File: src/hw/io_port_pkg.sv
// Overview of operation
// - eight-pin port, address out or counter in
// - direction bit 1 output, 0 input; reset 0
// - direction write-only, shares address with pin levels
// - reading shared address returns live pin levels
// - lpc off only when all four enables clear
// - port e function from lpc state and direction
// - pe7: gpio by direction, else serirq two-way
// - pe6: gpio by direction, else lclk input
// - pe5: gpio by direction, else lreset input
package io_port_pkg;
    localparam int          ADDR_W       = 4;
    localparam int          DATA_W       = 8;
    localparam int          PA_W         = 8;
    localparam int          PE_W         = 3;

    // register offsets
    localparam logic [3:0]  OFS_PA_DIR   = 4'h0;  // write: direction, read: pin levels
    localparam logic [3:0]  OFS_PA_ODR   = 4'h1;
    localparam logic [3:0]  OFS_PE_DIR   = 4'h2;  // write: direction, read: pin levels
    localparam logic [3:0]  OFS_PE_ODR   = 4'h3;
    localparam logic [3:0]  OFS_HIC0     = 4'h4;
    localparam logic [3:0]  OFS_HIC5     = 4'h5;

    // field positions
    localparam int          PE_LO        = 5;     // port e pins 7..5 sit in bits 7..5
    localparam int          PE_HI        = 7;
    localparam int          PE_SERIRQ    = 2;     // index inside the 3-bit port e field
    localparam int          PE_LCLK      = 1;
    localparam int          PE_LRESET    = 0;
    localparam int          LPC_CH1_BIT  = 7;     // control0: channel enables
    localparam int          LPC_CH2_BIT  = 6;
    localparam int          LPC_CH3_BIT  = 5;
    localparam int          SERIRQ_EN_BIT = 0;    // control5: serial irq enable

    // reset values
    localparam logic [7:0]  RST_DIR      = 8'h00;
    localparam logic [7:0]  RST_ODR      = 8'h00;
    localparam logic [7:0]  RST_HIC      = 8'h00;
    localparam logic [7:0]  RD_ZERO      = 8'h00;
    localparam logic [2:0]  PE_ZERO      = 3'h0;

    typedef struct packed {
        logic              we;
        logic              re;
        logic [ADDR_W-1:0] addr;
        logic [DATA_W-1:0] wdata;
    } reg_req_t;

    typedef struct packed {
        logic drive;
        logic oe;
    } serirq_drv_t;

    typedef struct packed {
        logic serirq;
        logic lclk;
        logic lreset_n;
    } lpc_pins_t;
endpackage : io_port_pkg

File: src/hw/port_e_mux.sv
`timescale 1ns/10ps
// pin function selection for port e pins 7..5
module port_e_mux
    import io_port_pkg::*;
(
    input  wire logic            lpc_en_in,
    input  wire logic [PE_W-1:0] dir_in,
    input  wire logic [PE_W-1:0] odr_in,
    input  wire logic [PE_W-1:0] lvl_in,
    input  wire serirq_drv_t     serirq_in,
    output logic      [PE_W-1:0] next_pe_out_out,
    output logic      [PE_W-1:0] next_pe_oe_n_out,
    output lpc_pins_t            next_lpc_out
);
    logic [PE_W-1:0] lpc_oe;
    logic [PE_W-1:0] lpc_dat;

    // with lpc on only serirq may drive; lclk and lreset stay inputs
    assign lpc_oe  = {serirq_in.oe, 1'b0, 1'b0};
    assign lpc_dat = {serirq_in.drive, 1'b0, 1'b0};

    // direction bits are ignored while lpc owns the pins
    assign next_pe_oe_n_out = lpc_en_in ? ~lpc_oe : ~dir_in;
    assign next_pe_out_out  = lpc_en_in ? lpc_dat : (odr_in & dir_in);

    // idle values toward the host core keep it quiet when lpc is off
    assign next_lpc_out.serirq   = lpc_en_in ? lvl_in[PE_SERIRQ] : 1'b1;
    assign next_lpc_out.lclk     = lpc_en_in & lvl_in[PE_LCLK];
    assign next_lpc_out.lreset_n = lpc_en_in ? lvl_in[PE_LRESET] : 1'b1;
endmodule : port_e_mux

File: src/hw/io_port_top.sv
// Decided for this implementation: the strobed register port and the address map.
`timescale 1ns/10ps
// port a gpio with shared direction/level address, plus port e lpc pin sharing
module io_port_top
    import io_port_pkg::*;
(
    input  wire logic              clk_in,
    input  wire logic              arst_n_in,
    // register port
    input  wire logic [ADDR_W-1:0] addr_in,
    input  wire logic [DATA_W-1:0] wdata_in,
    input  wire logic              we_in,
    input  wire logic              re_in,
    output logic      [DATA_W-1:0] rdata_out,
    // port a pins
    input  wire logic [PA_W-1:0]   pa_pin_in,
    output logic      [PA_W-1:0]   pa_pin_out,
    output logic      [PA_W-1:0]   pa_pin_oe_n_out,
    // port a alternate functions
    input  wire logic [PA_W-1:0]   addr_sel_in,
    input  wire logic [PA_W-1:0]   addr_bits_in,
    output logic      [PA_W-1:0]   event_count_out,
    // port e pins 7..5
    input  wire logic [PE_W-1:0]   pe_pin_in,
    output logic      [PE_W-1:0]   pe_pin_out,
    output logic      [PE_W-1:0]   pe_pin_oe_n_out,
    // lpc core side
    input  wire logic              serirq_drive_in,
    input  wire logic              serirq_oe_in,
    output logic                   serirq_level_out,
    output logic                   lclk_out,
    output logic                   lreset_n_out,
    output logic                   lpc_enable_out
);
    logic              rst_sync1;
    logic              rst_n;
    logic [PA_W-1:0]   pa_sync1;
    logic [PA_W-1:0]   pa_lvl;
    logic [PE_W-1:0]   pe_sync1;
    logic [PE_W-1:0]   pe_lvl;
    logic [PA_W-1:0]   port_a_direction;
    logic [PA_W-1:0]   port_a_output_data;
    logic [PE_W-1:0]   port_e_direction;
    logic [PE_W-1:0]   port_e_output_data;
    logic [DATA_W-1:0] host_if_control0;
    logic [DATA_W-1:0] host_if_control5;
    reg_req_t          req;
    serirq_drv_t       serirq_drv;
    lpc_pins_t         next_lpc;
    lpc_pins_t         lpc_q;
    logic [PE_W-1:0]   next_pe_out;
    logic [PE_W-1:0]   next_pe_oe_n;
    logic [PA_W-1:0]   next_pa_out;
    logic [PA_W-1:0]   next_pa_oe_n;
    logic [DATA_W-1:0] next_rdata;
    logic              lpc_en;

    function automatic logic hit(input reg_req_t r, input logic [ADDR_W-1:0] ofs);
        hit = (r.addr == ofs);
    endfunction : hit

    // reset release through two flops; assertion stays asynchronous
    always_ff @(posedge clk_in or negedge arst_n_in) begin
        if (!arst_n_in) begin
            rst_sync1 <= 1'b0;
            rst_n     <= 1'b0;
        end else begin
            rst_sync1 <= 1'b1;
            rst_n     <= rst_sync1;
        end
    end

    // pins are asynchronous to clk_in, so two flops before anything reads them
    always_ff @(posedge clk_in or negedge rst_n) begin
        if (!rst_n) begin
            pa_sync1 <= RST_DIR;
            pa_lvl   <= RST_DIR;
            pe_sync1 <= PE_ZERO;
            pe_lvl   <= PE_ZERO;
        end else begin
            pa_sync1 <= pa_pin_in;
            pa_lvl   <= pa_sync1;
            pe_sync1 <= pe_pin_in;
            pe_lvl   <= pe_sync1;
        end
    end

    assign req = '{we: we_in, re: re_in, addr: addr_in, wdata: wdata_in};

    // register writes; direction only reachable by write
    always_ff @(posedge clk_in or negedge rst_n) begin
        if (!rst_n) begin
            port_a_direction   <= RST_DIR;
            port_a_output_data <= RST_ODR;
            port_e_direction   <= PE_ZERO;
            port_e_output_data <= PE_ZERO;
            host_if_control0   <= RST_HIC;
            host_if_control5   <= RST_HIC;
        end else if (req.we) begin
            if (hit(req, OFS_PA_DIR)) begin
                port_a_direction <= req.wdata;
            end else if (hit(req, OFS_PA_ODR)) begin
                port_a_output_data <= req.wdata;
            end else if (hit(req, OFS_PE_DIR)) begin
                port_e_direction <= req.wdata[PE_HI:PE_LO];
            end else if (hit(req, OFS_PE_ODR)) begin
                port_e_output_data <= req.wdata[PE_HI:PE_LO];
            end else if (hit(req, OFS_HIC0)) begin
                host_if_control0 <= req.wdata;
            end else if (hit(req, OFS_HIC5)) begin
                host_if_control5 <= req.wdata;
            end
        end
    end

    // read decode; shared addresses return pin levels, never the direction bits
    assign next_rdata =
        !req.re                  ? RD_ZERO :
        hit(req, OFS_PA_DIR)     ? pa_lvl :
        hit(req, OFS_PA_ODR)     ? port_a_output_data :
        hit(req, OFS_PE_DIR)     ? {pe_lvl, {PE_LO{1'b0}}} :
        hit(req, OFS_PE_ODR)     ? {port_e_output_data, {PE_LO{1'b0}}} :
        hit(req, OFS_HIC0)       ? host_if_control0 :
        hit(req, OFS_HIC5)       ? host_if_control5 : RD_ZERO;

    // any one enable keeps the lpc interface alive
    assign lpc_en = host_if_control0[LPC_CH1_BIT] | host_if_control0[LPC_CH2_BIT]
                  | host_if_control0[LPC_CH3_BIT] | host_if_control5[SERIRQ_EN_BIT];

    // address select wins over gpio; a selected pin drives even if direction is input
    assign next_pa_oe_n = ~(port_a_direction | addr_sel_in);
    assign next_pa_out  = (addr_sel_in & addr_bits_in)
                        | (~addr_sel_in & port_a_direction & port_a_output_data);

    assign serirq_drv = '{drive: serirq_drive_in, oe: serirq_oe_in};

    port_e_mux u_pe_mux (
        .lpc_en_in        (lpc_en),
        .dir_in           (port_e_direction),
        .odr_in           (port_e_output_data),
        .lvl_in           (pe_lvl),
        .serirq_in        (serirq_drv),
        .next_pe_out_out  (next_pe_out),
        .next_pe_oe_n_out (next_pe_oe_n),
        .next_lpc_out     (next_lpc)
    );

    // pin and data outputs registered; one cycle of latency for clean edges
    always_ff @(posedge clk_in or negedge rst_n) begin
        if (!rst_n) begin
            rdata_out       <= RD_ZERO;
            pa_pin_out      <= RST_ODR;
            pa_pin_oe_n_out <= ~RST_DIR;
            pe_pin_out      <= PE_ZERO;
            pe_pin_oe_n_out <= ~PE_ZERO;
            lpc_q           <= '{serirq: 1'b1, lclk: 1'b0, lreset_n: 1'b1};
            lpc_enable_out  <= 1'b0;
        end else begin
            rdata_out       <= next_rdata;
            pa_pin_out      <= next_pa_out;
            pa_pin_oe_n_out <= next_pa_oe_n;
            pe_pin_out      <= next_pe_out;
            pe_pin_oe_n_out <= next_pe_oe_n;
            lpc_q           <= next_lpc;
            lpc_enable_out  <= lpc_en;
        end
    end

    // counter inputs see the synchronised level of every pin
    assign event_count_out  = pa_lvl;
    assign serirq_level_out = lpc_q.serirq;
    assign lclk_out         = lpc_q.lclk;
    assign lreset_n_out     = lpc_q.lreset_n;

    property p_dir_reset;
        @(posedge clk_in) $rose(rst_n) |-> (port_a_direction == RST_DIR && &pa_pin_oe_n_out);
    endproperty
    a_dir_reset: assert property (p_dir_reset) else $error("pins not inputs after reset");

    property p_dir_write;
        @(posedge clk_in) disable iff (!rst_n)
        (we_in && addr_in == OFS_PA_DIR) |=> port_a_direction == $past(wdata_in);
    endproperty
    a_dir_write: assert property (p_dir_write) else $error("direction write lost");

    property p_read_levels;
        @(posedge clk_in) disable iff (!rst_n)
        (re_in && addr_in == OFS_PA_DIR) |=> rdata_out == $past(pa_lvl);
    endproperty
    a_read_levels: assert property (p_read_levels) else $error("shared read not pin levels");

    property p_pa_oe;
        @(posedge clk_in) disable iff (!rst_n)
        ##1 pa_pin_oe_n_out == ~($past(port_a_direction) | $past(addr_sel_in));
    endproperty
    a_pa_oe: assert property (p_pa_oe) else $error("port a enable mismatch");

    property p_pa_data;
        @(posedge clk_in) disable iff (!rst_n)
        ##1 ((pa_pin_out ^ $past(port_a_output_data))
             & $past(port_a_direction) & ~$past(addr_sel_in)) == RD_ZERO;
    endproperty
    a_pa_data: assert property (p_pa_data) else $error("output pin data wrong");

    property p_pa_addr;
        @(posedge clk_in) disable iff (!rst_n)
        ##1 (((pa_pin_out ^ $past(addr_bits_in)) | ~pa_pin_oe_n_out ^ 8'hff)
             & $past(addr_sel_in)) == RD_ZERO;
    endproperty
    a_pa_addr: assert property (p_pa_addr) else $error("address output wrong");

    property p_lpc_off;
        @(posedge clk_in) disable iff (!rst_n)
        (host_if_control0[LPC_CH1_BIT:LPC_CH3_BIT] == 3'h0 && !host_if_control5[SERIRQ_EN_BIT])
        |=> !lpc_enable_out;
    endproperty
    a_lpc_off: assert property (p_lpc_off) else $error("lpc enabled with all clear");

    property p_pe_gpio;
        @(posedge clk_in) disable iff (!rst_n)
        !lpc_en |=> pe_pin_oe_n_out == ~$past(port_e_direction) && lreset_n_out && !lclk_out;
    endproperty
    a_pe_gpio: assert property (p_pe_gpio) else $error("port e gpio mode wrong");

    property p_serirq;
        @(posedge clk_in) disable iff (!rst_n)
        lpc_en |=> pe_pin_oe_n_out[PE_SERIRQ] == ~$past(serirq_oe_in)
                   && pe_pin_out[PE_SERIRQ] == $past(serirq_drive_in);
    endproperty
    a_serirq: assert property (p_serirq) else $error("serirq pin not driven by lpc");

    property p_lclk_in;
        @(posedge clk_in) disable iff (!rst_n)
        lpc_en |=> pe_pin_oe_n_out[PE_LCLK] && lclk_out == $past(pe_lvl[PE_LCLK]);
    endproperty
    a_lclk_in: assert property (p_lclk_in) else $error("lclk pin not an input");

    property p_lreset_in;
        @(posedge clk_in) disable iff (!rst_n)
        lpc_en |=> pe_pin_oe_n_out[PE_LRESET] && lreset_n_out == $past(pe_lvl[PE_LRESET]);
    endproperty
    a_lreset_in: assert property (p_lreset_in) else $error("lreset pin not an input");
endmodule : io_port_top

File: config.mk
export PLATFORM = sky130hd
export DESIGN_NAME = io_port_top
export DESIGN_NICKNAME = d
export VERILOG_FILES = /design/src/hw/io_port_pkg.sv /design/src/hw/port_e_mux.sv /design/src/hw/io_port_top.sv
export SDC_FILE = /design/constraint.sdc
export NUM_CORES = 1
export LEC_CHECK = 0
export ABC_AREA = 1
export BUFFER_PORTS_ARGS = -buffer_cell sky130_fd_sc_hd__buf_2
export CORE_AREA = 4 4 99 101
export DETAILED_ROUTE_END_ITERATION = 16
export DIE_AREA = 0 0 103 105
export GPL_ROUTABILITY_DRIVEN = 0
export PLACE_DENSITY_LB_ADDON = 0.25
export SYNTH_ARGS = -nofsm -noshare
export SYNTH_HDL_FRONTEND = slang
export SYNTH_SLANG_ARGS = --single-unit
File: constraint.sdc
create_clock -name clk_in -period 3.7 [get_ports clk_in]
set_input_delay 0.185 -clock clk_in [delete_from_list [all_inputs] [get_ports clk_in]]
set_output_delay 0.185 -clock clk_in [all_outputs]
set_load 0.01 [all_outputs]
==> summary.txt <==
Status = finished clean
Cts hold-fix bufs = 21
CP endpoint kind = register
Cell internal pwr = 1.63 mW
Length of the first detailed-routing pass in iterations = 4
Number of synthesis warnings = 0
Pins Over Slew Limit = 0
Post-Synth XOR/XNOR Area = 0
Setup crit start kind = input pin
Final setup vio count = 0
Sequential area share after synthesis = 0.686
Total GRT Usage = 0.150
Post-CTS Resized = 0
Placed insts = 507
P_sw = 0.584 mW
Seq. cell area = 2420 um2
Cell area power density = 496 nW/um2
Post-CTS Repair Setup Buffers = 0
Chip Height = 105 um
Cells after Synth = 316
Clock transition at path regs = 0.09 ns
Main combinational cell family by area after synthesis = simple AND/OR/NAND/NOR gates
Fmax = 639 MHz
Via count = 2,630
CP Max Fanout = 16
Max rail drop VDD = 0.207 mV
DRC errors left = 0
H-tree depth = 3
Yosys cell types = 25
Worst Hold End = pe_pin_out[2]$_DFF_PN0_
R2r startpoint = rst_n$_DFF_PN0_
Initial Util = 0.391
DR WL/cell = 14.2 um
Hold Startpoint = serirq_drive_in
Hold Crit Class = input pin to register
Sw Ratio = 0.264
Most frequent cells in the layout = 86 x buf_2, 82 x dfrtp_1, 52 x nand2_1
Share of layout cells above drive strength 1 = 0.303
DP HPWL = 5530 um
First-pass GRT wire length = 12,500 um
Vias/cell = 4.83
Total grt overflow = 0
Gate power share = 0.124
Required time worst endpoint = 3.96 ns
Clock skew = 0.00914 ns
Worst Reg2Reg Path Length in Cells = 1
Largest net degree at the start of global routing = 68
Lkg Pwr = 2.15 nW
Root Buffer = clkbuf_8
Final std cells w/o fill = 544
Initial antenna violation count = 1
Core area = 9020 um2
Dpl ws = 1.78 ns
CTS buffer count = 9
Final nets = 473
Final setup margin = 2.14 ns
Dominant cell type by area after synthesis = dfrtp_1
Final hold vios = 0
Post-Syn Area = 3520 um2
Number of diodes = 0
Syn_area_per_cell = 11.2 um2
Met2 wire len = 3650 um
Clock Latency Late Sink = 0.35 ns
Number of fillers in the final layout = 828
Die area = 10,800 um2
# IOs = 87
Worst hold path stage count = 3
Clock buffer depth = 2
Slew HR = 0.442
Seq cells post-synth = 96
Final Critical Period = 1.56 ns
CTS tree = built
Final Cycle Share = 0.423
Post-route setup TNS = 0 ns
Ranking of synthesized cells by area = dfrtp_1 59%, dfstp_2 9.7%, nand2_1 5.5%, o21ai_0 4.8%, nand3_1 3.5%
R2R Setup Slk = 2.32 ns
Met1 WL = 3400 um
Post-synthesis compound-gate area fraction = 0.130
Routed wl met3 = 544 um
Post-synth top area share = 0.589
DRT iter0 DRCs = 118
RSZ-0062 raised after global routing = false
Clock share of power = 0.289
Maximum capacitance violations = 0
WP data arrival = 1.83 ns
Rows = 35
Die X = 103 um
Vias in the first global route = 2,623
Worst slew pin tran = 0.837 ns
Seq pwr share = 0.587
Critical path class = input pin to register
Commonest non-fill, non-tap cell in the layout = buf_2
Post-Synth Adder-Cell Area = 0
CTS Sinks = 96
Post-synthesis mux area share = 0
Antenna Nets Post-Route = 0
Synthesized net count = 361
Multi-input logic area = 956 um2
# port buffers = 86
WL final = 7750 um
Post-Synth Simple-Gate Area = 0.141
Worst R2R End = pa_pin_oe_n_out[1]$_DFF_PN1_
Top sig layer = met5
Area growth syn-to-layout = 26.5%
[worst max-delay path by stage]
| stage | from | to | cells after the start |
|---|---|---|---|
| 2_1_floorplan | rst_n$_DFF_PN0_ | event_count_out[0]$_DFF_PN0_ | 0 |
| 3_3_place_gp | addr_in[1] | port_a_direction[6]$_DFFE_PN0P_ | 4 |
| 3_5_place_dp | addr_in[1] | port_a_direction[6]$_DFFE_PN0P_ | 4 |
| 4_1_cts | addr_in[1] | port_a_direction[7]$_DFFE_PN0P_ | 4 |
| 5_1_grt | addr_in[1] | port_a_direction[2]$_DFFE_PN0P_ | 4 |
| 6_report | addr_in[1] | port_a_direction[7]$_DFFE_PN0P_ | 4 |
[power groups by stage]
stage               Sequential (mW)  Combinational, mW  Clock (mW)
floorplan                      1.31              0.134           0
global placement               1.31              0.251           0
detailed placement             1.32              0.260           0
CTS                            1.30              0.278       0.669
global route                   1.32              0.313       0.702
finish                         1.30              0.274       0.640
[cell families (layout without fill, tap and decap cells)]
kind of cell,Yosys count,after routing
AO/OA/AOI/OAI,80,80
buffers and inverters,34,151
flip-flops,96,96
other,1,1
AND/OR/NAND/NOR,105,105
[area by class of cell]
| cell class | count | area share |
|---|---|---|
| Clock buffer | 12 | 0.0370 |
| Clock inverter | 4 | 0.00617 |
| Inverter | 27 | 0.0227 |
| Multi-Input combinational cell | 186 | 0.214 |
| Sequential cell | 96 | 0.543 |
| Tap cell | 111 | 0.0311 |
| Timing Repair Buffer | 108 | 0.145 |
[Yosys cell counts]
cell / number
nand3_2: 1
conb_1: 1
nand3_1: 25
o21ai_1: 2
inv_2: 2
buf_4: 1
a21oi_1: 19
dfrtp_1: 83
buf_6: 2
nand2_1: 52
o21ai_0: 34
nor2_2: 1
or2_2: 3
nand4_1: 1
o21a_1: 12
a31oi_1: 5
nor2_1: 15
dfstp_2: 13
clkbuf_1: 1
o211ai_1: 8
nor2_8: 1
inv_1: 25
nand2_2: 2
buf_2: 3
nor2_4: 4
[per-layer routing]
metal / vias to the layer above / track usage
met5: - / 0
met4: 2 / 0.0675
met3: 12 / 0.0340
met2: 77 / 0.232
met1: 1264 / 0.197
li1: 1275 / -
[metrics by stage]
stage	util	hold slack, ns	instance area, um2	power [mW]
2_1_floorplan	-	-0.111	3520	1.45
3_3_place_gp	0.450	-0.0306	4060	1.57
3_5_place_dp	0.450	-0.0270	4060	1.58
4_1_cts	0.494	0.0244	4460	2.24
5_1_grt	0.494	0.0333	4460	2.33
6_report	0.494	0.0496	4460	2.21
[worst max-delay path, stage by stage]
cell and delay (ns):
buf_2 0.15, nor2_1 0.61, nand3_1 0.55, o21ai_0 0.32
Power figures use the tool's default switching activity.
